$ cat src/design/table_read_pkg.sv
// package: table read block constants, types and register selects
package table_read_pkg;
	localparam int PTR_W = 22;
	localparam int CNT_W = 21;
	localparam int UPPER_USED_W = 6;
	localparam int BYTE_W = 8;
	localparam int WORD_W = 16;
	localparam int MEM_ADDR_W = 21;
	localparam logic [7:0] UPPER_MASK = 8'h3F;
	localparam logic [7:0] LATCH_RESET = 8'h00;
	localparam logic [PTR_W-1:0] PTR_RESET = 22'h000000;
	localparam logic [CNT_W-1:0] PTR_STEP = 21'h000001;
	localparam int WRITE_NOP_CYCLES = 2;

	// register selects on the special function register port
	typedef enum logic [1:0] {
		SEL_LATCH = 2'h0,
		SEL_LOW = 2'h1,
		SEL_HIGH = 2'h2,
		SEL_UPPER = 2'h3
	} reg_sel_t;

	// table operation codes from the core
	typedef enum logic [2:0] {
		OP_READ_NO_CHANGE = 3'h0,
		OP_READ_POST_INCREMENT = 3'h1,
		OP_READ_POST_DECREMENT = 3'h2,
		OP_READ_PRE_INCREMENT = 3'h3,
		OP_TABLE_WRITE = 3'h4
	} table_op_t;

	typedef struct packed {
		logic valid;
		logic write;
		reg_sel_t sel;
		logic [BYTE_W-1:0] data;
	} sfr_req_t;

	typedef struct packed {
		logic valid;
		table_op_t op;
	} op_req_t;

	typedef enum logic [1:0] {
		ST_IDLE = 2'b00,
		ST_FETCH = 2'b01,
		ST_WRITE_NOP = 2'b11
	} state_t;
endpackage : table_read_pkg

$ cat src/design/program_memory_table_read.sv
// module: table pointer, table latch and table read sequencing
`timescale 1ns/100ps
// Function
// RQ1: program memory is only read, one byte per table read.
// RQ2: every byte moves from program memory to data RAM through one 8-bit latch.
// RQ3: the 8-bit latch is a register in the special function register space.
// RQ4: the 22-bit pointer is upper bits 5:0, then the high byte, then the low byte.
// RQ5: pointer bits 20:0 address program space and bit 21 selects configuration space.
// RQ6: automatic pointer steps change only bits 20:0 and leave bit 21 alone.
// RQ7: all 22 pointer bits choose the byte loaded into the latch.
// RQ8: reads keep, post-increment, post-decrement or pre-increment the pointer.
// RQ9: pointer bit 0 chooses the high or low byte of a memory word.
// RQ10: reads work at any byte address with no word alignment.
// RQ11: a table write in normal operation is a two-cycle no-operation.
// RQ12: a table write takes effect only in programming mode.
// RQ13: unused upper pointer bits read as zero.
// RQ14: a pointer write is used by the next table read after that write; a pointer write in the same cycle as a stepping read is lost instead.
module program_memory_table_read
	import table_read_pkg::*;
(
	// clock and reset
	input wire logic core_clk_i,
	input wire logic srst_i,
	// special function register port
	input wire sfr_req_t sfr_req_i,
	output logic [BYTE_W-1:0] sfr_rdata_o,
	// table operations from the core
	input wire op_req_t op_req_i,
	input wire logic prog_mode_i,
	output logic busy_o,
	output logic done_o,
	// program memory array
	output logic mem_rd_o,
	output logic mem_cfg_o,
	output logic [MEM_ADDR_W-1:0] mem_addr_o,
	input wire logic [WORD_W-1:0] mem_rdata_i,
	// programming path for table writes
	output logic prog_wr_o,
	output logic [PTR_W-1:0] prog_addr_o,
	output logic [BYTE_W-1:0] prog_data_o
);

	// ---------------------------------------------------------------
	// state
	// ---------------------------------------------------------------
	state_t state, next_state;
	logic [PTR_W-1:0] ptr, next_ptr;
	logic [BYTE_W-1:0] latch, next_latch;
	logic [BYTE_W-1:0] rdata, next_rdata;
	logic busy, next_busy;
	logic done, next_done;
	logic mem_rd, next_mem_rd;
	logic mem_cfg, next_mem_cfg;
	logic [MEM_ADDR_W-1:0] mem_addr, next_mem_addr;
	logic prog_wr, next_prog_wr;
	logic [PTR_W-1:0] prog_addr, next_prog_addr;
	logic [BYTE_W-1:0] prog_data, next_prog_data;
	logic byte_high, next_byte_high;
	logic [BYTE_W-1:0] mem_byte;

	// ---------------------------------------------------------------
	// byte select
	// ---------------------------------------------------------------
	// the select bit is registered with the word address, so it still
	// matches the word that the array returns in the strobe cycle
	table_byte_select u_byte_select (
		.word_i(mem_rdata_i),
		.high_i(byte_high),
		.byte_o(mem_byte)
	);

	// ---------------------------------------------------------------
	// pointer step helpers
	// ---------------------------------------------------------------
	function automatic logic [PTR_W-1:0] ptr_step(input logic [PTR_W-1:0] p, input logic up);
		logic [CNT_W-1:0] low;
		low = up ? (p[CNT_W-1:0] + PTR_STEP) : (p[CNT_W-1:0] - PTR_STEP);
		// the carry out of bit 20 drops here, so a step never flips the space select
		return {p[PTR_W-1], low}; // [RQ6]
	endfunction : ptr_step

	// ---------------------------------------------------------------
	// next state
	// ---------------------------------------------------------------
	always_comb begin
		logic [PTR_W-1:0] rd_ptr;
		rd_ptr = ptr;
		next_state = state;
		next_ptr = ptr;
		next_latch = latch;
		next_busy = busy;
		next_done = 1'b0;
		next_mem_rd = 1'b0;
		next_mem_cfg = mem_cfg;
		next_mem_addr = mem_addr;
		next_prog_wr = 1'b0;
		next_prog_addr = prog_addr;
		next_prog_data = prog_data;
		next_byte_high = byte_high;
		// register writes land at the clock edge; a read taken in the same cycle still uses the old pointer
		if (sfr_req_i.valid && sfr_req_i.write) begin
			case (sfr_req_i.sel)
				SEL_LATCH: next_latch = sfr_req_i.data;
				SEL_LOW: next_ptr[BYTE_W-1:0] = sfr_req_i.data; // [RQ14]
				SEL_HIGH: next_ptr[2*BYTE_W-1:BYTE_W] = sfr_req_i.data; // [RQ14]
				SEL_UPPER: next_ptr[PTR_W-1:2*BYTE_W] = sfr_req_i.data[UPPER_USED_W-1:0]; // [RQ4]
				default: next_latch = latch;
			endcase
		end
		// one operation at a time: requests outside the idle state are dropped
		case (state)
			ST_IDLE: begin
				if (op_req_i.valid) begin
					next_busy = 1'b1;
					if (op_req_i.op == OP_TABLE_WRITE) begin
						// pointer and latch stay as they are; outside programming mode only the timing shows
						next_state = ST_WRITE_NOP; // [RQ11]
						// the programming path gets pointer and latch as they stand
						if (prog_mode_i) begin
							next_prog_wr = 1'b1; // [RQ12]
							next_prog_addr = ptr;
							next_prog_data = latch;
						end
					end else begin
						if (op_req_i.op == OP_READ_PRE_INCREMENT) begin
							rd_ptr = ptr_step(ptr, 1'b1); // [RQ8]
						end
						// the array answers combinationally in the strobe cycle
						// read-only array: only a read strobe exists [RQ1]
						next_mem_rd = 1'b1;
						next_mem_cfg = rd_ptr[PTR_W-1]; // [RQ5] [RQ7]
						next_mem_addr = {1'b0, rd_ptr[CNT_W-1:1]}; // [RQ10]
						next_byte_high = rd_ptr[0]; // [RQ9]
						// a pointer write on the same edge as a stepping read is lost, as the
						// step starts from the old pointer; software leaves a cycle between
						case (op_req_i.op)
							OP_READ_POST_INCREMENT: next_ptr = ptr_step(ptr, 1'b1); // [RQ8]
							OP_READ_POST_DECREMENT: next_ptr = ptr_step(ptr, 1'b0); // [RQ8]
							OP_READ_PRE_INCREMENT: next_ptr = rd_ptr; // [RQ8]
							default: next_ptr = next_ptr;
						endcase
						next_state = ST_FETCH;
					end
				end
			end
			ST_FETCH: begin
				// a latch write in this cycle loses to the fetched byte
				next_latch = mem_byte; // [RQ2] [RQ3]
				next_busy = 1'b0;
				next_done = 1'b1;
				next_state = ST_IDLE;
			end
			ST_WRITE_NOP: begin
				next_busy = 1'b0;
				next_done = 1'b1;
				next_state = ST_IDLE;
			end
			default: begin
				next_state = ST_IDLE;
				next_busy = 1'b0;
			end
		endcase
		// read data is registered and then held until the next read
		case (sfr_req_i.sel)
			SEL_LATCH: next_rdata = latch;
			SEL_LOW: next_rdata = ptr[BYTE_W-1:0];
			SEL_HIGH: next_rdata = ptr[2*BYTE_W-1:BYTE_W];
			SEL_UPPER: next_rdata = {2'b00, ptr[PTR_W-1:2*BYTE_W]} & UPPER_MASK; // [RQ13]
			default: next_rdata = LATCH_RESET;
		endcase
		if (!(sfr_req_i.valid && !sfr_req_i.write)) begin
			next_rdata = rdata;
		end
	end

	// ---------------------------------------------------------------
	// registers
	// ---------------------------------------------------------------
	// synchronous reset only; the core clock keeps running while it is held
	always_ff @(posedge core_clk_i) begin
		if (srst_i) begin
			state <= ST_IDLE;
			ptr <= PTR_RESET;
			latch <= LATCH_RESET;
			rdata <= LATCH_RESET;
			busy <= 1'b0;
			done <= 1'b0;
			mem_rd <= 1'b0;
			mem_cfg <= 1'b0;
			mem_addr <= '0;
			prog_wr <= 1'b0;
			prog_addr <= PTR_RESET;
			prog_data <= LATCH_RESET;
			byte_high <= 1'b0;
		end else begin
			state <= next_state;
			ptr <= next_ptr;
			latch <= next_latch;
			rdata <= next_rdata;
			busy <= next_busy;
			done <= next_done;
			mem_rd <= next_mem_rd;
			mem_cfg <= next_mem_cfg;
			mem_addr <= next_mem_addr;
			prog_wr <= next_prog_wr;
			prog_addr <= next_prog_addr;
			prog_data <= next_prog_data;
			byte_high <= next_byte_high;
		end
	end

	// ---------------------------------------------------------------
	// outputs
	// ---------------------------------------------------------------
	// every output is a register copied straight out, nothing decoded after it
	assign sfr_rdata_o = rdata;
	assign busy_o = busy;
	assign done_o = done;
	assign mem_rd_o = mem_rd;
	assign mem_cfg_o = mem_cfg;
	assign mem_addr_o = mem_addr;
	assign prog_wr_o = prog_wr;
	assign prog_addr_o = prog_addr;
	assign prog_data_o = prog_data;
endmodule : program_memory_table_read

$ cat src/design/table_byte_select.sv
// module: picks one byte of a program memory word by the pointer lsb
`timescale 1ns/100ps
module table_byte_select
	import table_read_pkg::*;
(
	// word and select
	input wire logic [WORD_W-1:0] word_i,
	input wire logic high_i,
	// byte out
	output logic [BYTE_W-1:0] byte_o
);
	always_comb begin
		byte_o = high_i ? word_i[WORD_W-1:BYTE_W] : word_i[BYTE_W-1:0]; // [RQ9]
	end
endmodule : table_byte_select

$ cat config.mk
export PLATFORM = sky130hd
export DESIGN_NAME = program_memory_table_read
export DESIGN_NICKNAME = d
export VERILOG_FILES = /design/src/design/table_read_pkg.sv /design/src/design/program_memory_table_read.sv /design/src/design/table_byte_select.sv
export SDC_FILE = /design/constraint.sdc
export NUM_CORES = 1
export LEC_CHECK = 0
export BUFFER_PORTS_ARGS = -buffer_cell sky130_fd_sc_hd__buf_2
export CAP_MARGIN = 40
export CELL_PAD_IN_SITES_DETAIL_PLACEMENT = 1
export CELL_PAD_IN_SITES_GLOBAL_PLACEMENT = 1
export CORE_MARGIN = 5
export CORE_UTILIZATION = 25
export DETAILED_ROUTE_END_ITERATION = 12
export PLACE_DENSITY = 0.52
export SYNTH_ARGS = -nofsm -noshare
export SYNTH_HDL_FRONTEND = slang
export SYNTH_SLANG_ARGS = --single-unit
$ cat constraint.sdc
create_clock -name core_clk_i -period 2.5 [get_ports core_clk_i]
set_clock_uncertainty 0.1 [all_clocks]
set_input_delay 0.5 -clock core_clk_i [delete_from_list [all_inputs] [get_ports core_clk_i]]
set_output_delay 0.5 -clock core_clk_i [all_outputs]
set_load 0.01 [all_outputs]
==> results.py <==
metrics = {
    "outcome": {
        "status": "completed",
    },
    "timing": {
        "grt_setup_unrepaired": "no",
        "setup_ws_ns": 0.09482,
        "max_slew_margin_pct": 62.19,
        "min_period_over_period_pct": 96.21,
        "drv_slew": 0,
        "whs_ns": 0.3533,
        "fmaxAchievable_ghz": 0.4158,
        "setup-tns-final_ns": 0,
        "hold_viol": 0,
        "setup_viol": 0,
        "worst_pin_slew_ns": 0.5663,
        "min_period_ns": 2.405,
    },
    "yosys": {
        "ys_ff_latch": 95,
        "async_reset_ff_share_pct": 0,
        "yosysTopAreaCell": "dfxtp_1",
        "avgSynthCellArea_um2": 8.162,
        "synth_ff_type": "dfxtp_1",
        "synth_area_mm2": 0.005379,
        "synthCells": 659,
        "synth-warning-count": 0,
        "ys_seq_area_share_pct": 35.36,
        "synth_edf_count": 0,
        "yosysTopAreaCellShare_pct": 35.36,
        "syn-num-nets": 697,
        "netlist_top_cells_area": "dfxtp_1, nor2_1, a211oi_1",
        "synth_cell_types": 66,
    },
    "floorplanning": {
        "io_pins": 99,
        "die_x_um": 156.7,
        "fp-row-count": 53,
        "start_util_pct": 25.51,
        "core_area_mm2": 0.02109,
        "die_y_um": 156.7,
        "dieArea_mm2": 0.02455,
    },
    "power": {
        "power_w": 0.003924,
        "p_int_w": 0.002706,
        "clockPowerShare_pct": 37.3,
        "ir_worst_vdd_mv": 0.3487,
        "combPwrFrac_pct": 20.4,
        "power_switching_w": 0.001217,
        "power.density_mw_per_mm2": 583.1,
        "seqPwrFrac_pct": 42.3,
        "p_sw_share_pct": 31.02,
        "leakagePower_nw": 2.778,
    },
    "clocking": {
        "root_buffer": "clkbuf_16",
        "h-tree-depth": 3,
        "cts.path.max_buffers": 2,
        "cts_resized": 0,
        "ctsHoldBuffers": 0,
        "numCtsBuffers": 9,
        "path_clk_slew_ns": 0.07,
        "clk_latency_ns": 0.35,
        "tritoncts": "built",
        "cts_sinks": 95,
        "post_cts_buffers": 0,
    },
    "layout": {
        "nets": 797,
        "fin_cells": 1040,
        "syn_to_final_growth_pct": 25.10,
        "drive_gt1_share_pct": 25.26,
        "nFillCells": 2567,
    },
    "min_path": {
        "worstHoldEndpoint": "sfr_rdata_o[4]$_SDFFE_PP0P_",
        "whs_path_depth": 2,
        "min_path_type": "reg2reg",
        "hp-start": "sfr_rdata_o[4]$_SDFFE_PP0P_",
    },
    "routing": {
        "dr.first_iter.drc_count": 331,
        "drt.antenna.violating_nets": 0,
        "dr.pass1.iters": 5,
        "drc": 0,
        "via_per_inst": 5.229,
        "via_count": 5438,
        "wl_per_cell_um": 20.78,
        "wl_um": 21610,
    },
    "global_routing": {
        "grt_pass1_vias": 5676,
        "gr-usage-all-layers_pct": 17.46,
        "grt_pass1_wl_um": 33200,
        "grt_overflow": 0,
        "antenna_found_initial": 1,
        "grt_max_degree": 53,
    },
    "placed_design": {
        "preCtsSetupSlack_ns": 0.1644,
        "port_buffers": 97,
        "routabilityCongestion": 0.8583,
        "dp.cells": 1023,
        "dp_hpwl_um": 16450,
    },
    "critical_path": {
        "rrSetupSlack_ns": 0.09,
        "cp.required_ns": 2.67,
        "cp_max_fo": 8,
        "critPathLaunchType": "flip-flop",
        "worstSetupPathType": "reg2reg",
        "endpoint_kind": "flip-flop",
        "critPathArrivalTime_ns": 2.57,
        "worst_r2r_startpoint": "ptr[5]$_SDFF_PP0_",
        "reg2reg_depth": 5,
        "reg2reg_to": "ptr[17]$_SDFF_PP0_",
    },
    "flow_run": {
        "max_cap_viol_count": 0,
    },
}
metrics by stage:
stage / util [%] / area [um2]
6_report: 31.91 / 6729
3_3_place_gp: 30.41 / 6412
4_1_cts: 31.90 / 6726
3_5_place_dp: 30.44 / 6420
2_1_floorplan: - / 5379
5_1_grt: 31.90 / 6726
layout by cell type (no fill, tap or decap), types with 15 or more instances in the layout:
cell | synthesis | final
buf_2 | 9 | 97
dfxtp_1 | 95 | 95
nor2_1 | 87 | 86
a21oi_1 | 63 | 63
buf_4 | 4 | 56
a211oi_1 | 43 | 43
nand2_1 | 35 | 35
nand2b_1 | 33 | 33
mux2i_1 | 27 | 27
nor3_1 | 25 | 25
o21ai_0 | 18 | 18
nand3_1 | 15 | 15
power by group through the flow:
stage          logic (W)  registers, W  clock network, W
2_1_floorplan   0.000462       0.00169                 0
3_3_place_gp    0.000781       0.00169                 0
3_5_place_dp    0.000799       0.00170                 0
4_1_cts         0.000802       0.00166           0.00152
5_1_grt         0.000868       0.00167           0.00156
6_report        0.000799       0.00166           0.00147
cells by family after synthesis:
kind of cell / after synthesis / synth area share, %
adders and majority gates: 3 / 0.6979
muxes: 35 / 8.165
other: 1 / 0.06972
DFF: 95 / 35.36
xor gates and xnor gates: 20 / 3.257
and+or+nand+nor: 260 / 25.47
buffers and inverters: 77 / 6.141
AOI/OAI and AO/OA: 168 / 20.84
final cells by class:
cell class | instances | area [um2] | share of cell area (%)
multi-input combinational | 487 | 3154 | 46.88
sequential | 95 | 1902 | 28.26
timing repair buffer | 157 | 985.9 | 14.65
tap | 275 | 344.1 | 5.113
clock buffer | 10 | 229.0 | 3.403
clock inverter | 6 | 77.57 | 1.153
inverter | 9 | 33.78 | 0.5020
antenna | 1 | 2.502 | 0.03719
routing by layer:
metal	GRT usage (%)	up-vias	part of all wire, %
li1	-	2590	-
met1	22.53	2700	45
met2	29.66	120	49
met3	2.876	28	3.9
met4	5.785	0	1.8
met5	0	-	0
worst max-delay path: stages, from the launching register on:
cell and delay (ns):
dfxtp_1 0.59, nand2_1 0.21, or3_1 0.55, or3_1 0.40
a22o_1 0.23, a221oi_2 0.25
synthesized netlist by cell type (5+ instances only):
cell type  instances
buf_2              9
and3_1             6
nor2b_1            6
mux2i_1           27
nor2_1            87
a221o_1            5
clkbuf_1          51
nor3_1            25
nand2b_1          33
nand3_1           15
xnor2_1           13
nand2_1           35
mux4_2             7
o221ai_1           5
nor4_1             5
inv_1              8
or4_1              6
xor2_1             7
a21oi_1           63
o21ai_0           18
nand4_1            9
dfxtp_1           95
or3_1              8
a211oi_1          43
worst max-delay path by stage:
stage                            startpoint                 end  slack, ns  depth (start not counted)
after floorplan                 op_req_i[3]  ptr[16]$_SDFF_PP0_       0.24                          6
after global placement         sfr_req_i[8]  ptr[11]$_SDFF_PP0_       0.19                          7
after detailed placement       sfr_req_i[8]  ptr[11]$_SDFF_PP0_       0.16                          7
after CTS                 ptr[5]$_SDFF_PP0_  ptr[17]$_SDFF_PP0_       0.12                          5
after global routing      ptr[0]$_SDFF_PP0_  ptr[16]$_SDFF_PP0_      0.001                          7
final                     ptr[5]$_SDFF_PP0_  ptr[17]$_SDFF_PP0_       0.09                          5
flip-flops by register name, indices dropped and copies added (netlist names), 2 cells and up:
| signal | cells |
|---|---|
| latch | 8 |
| ptr | 22 |
| state | 2 |
| prog_addr_o | 22 |
| prog_data_o | 8 |
| sfr_rdata_o | 8 |
| mem_addr_o | 20 |
No activity file was read; power rests on OpenSTA's default activity.
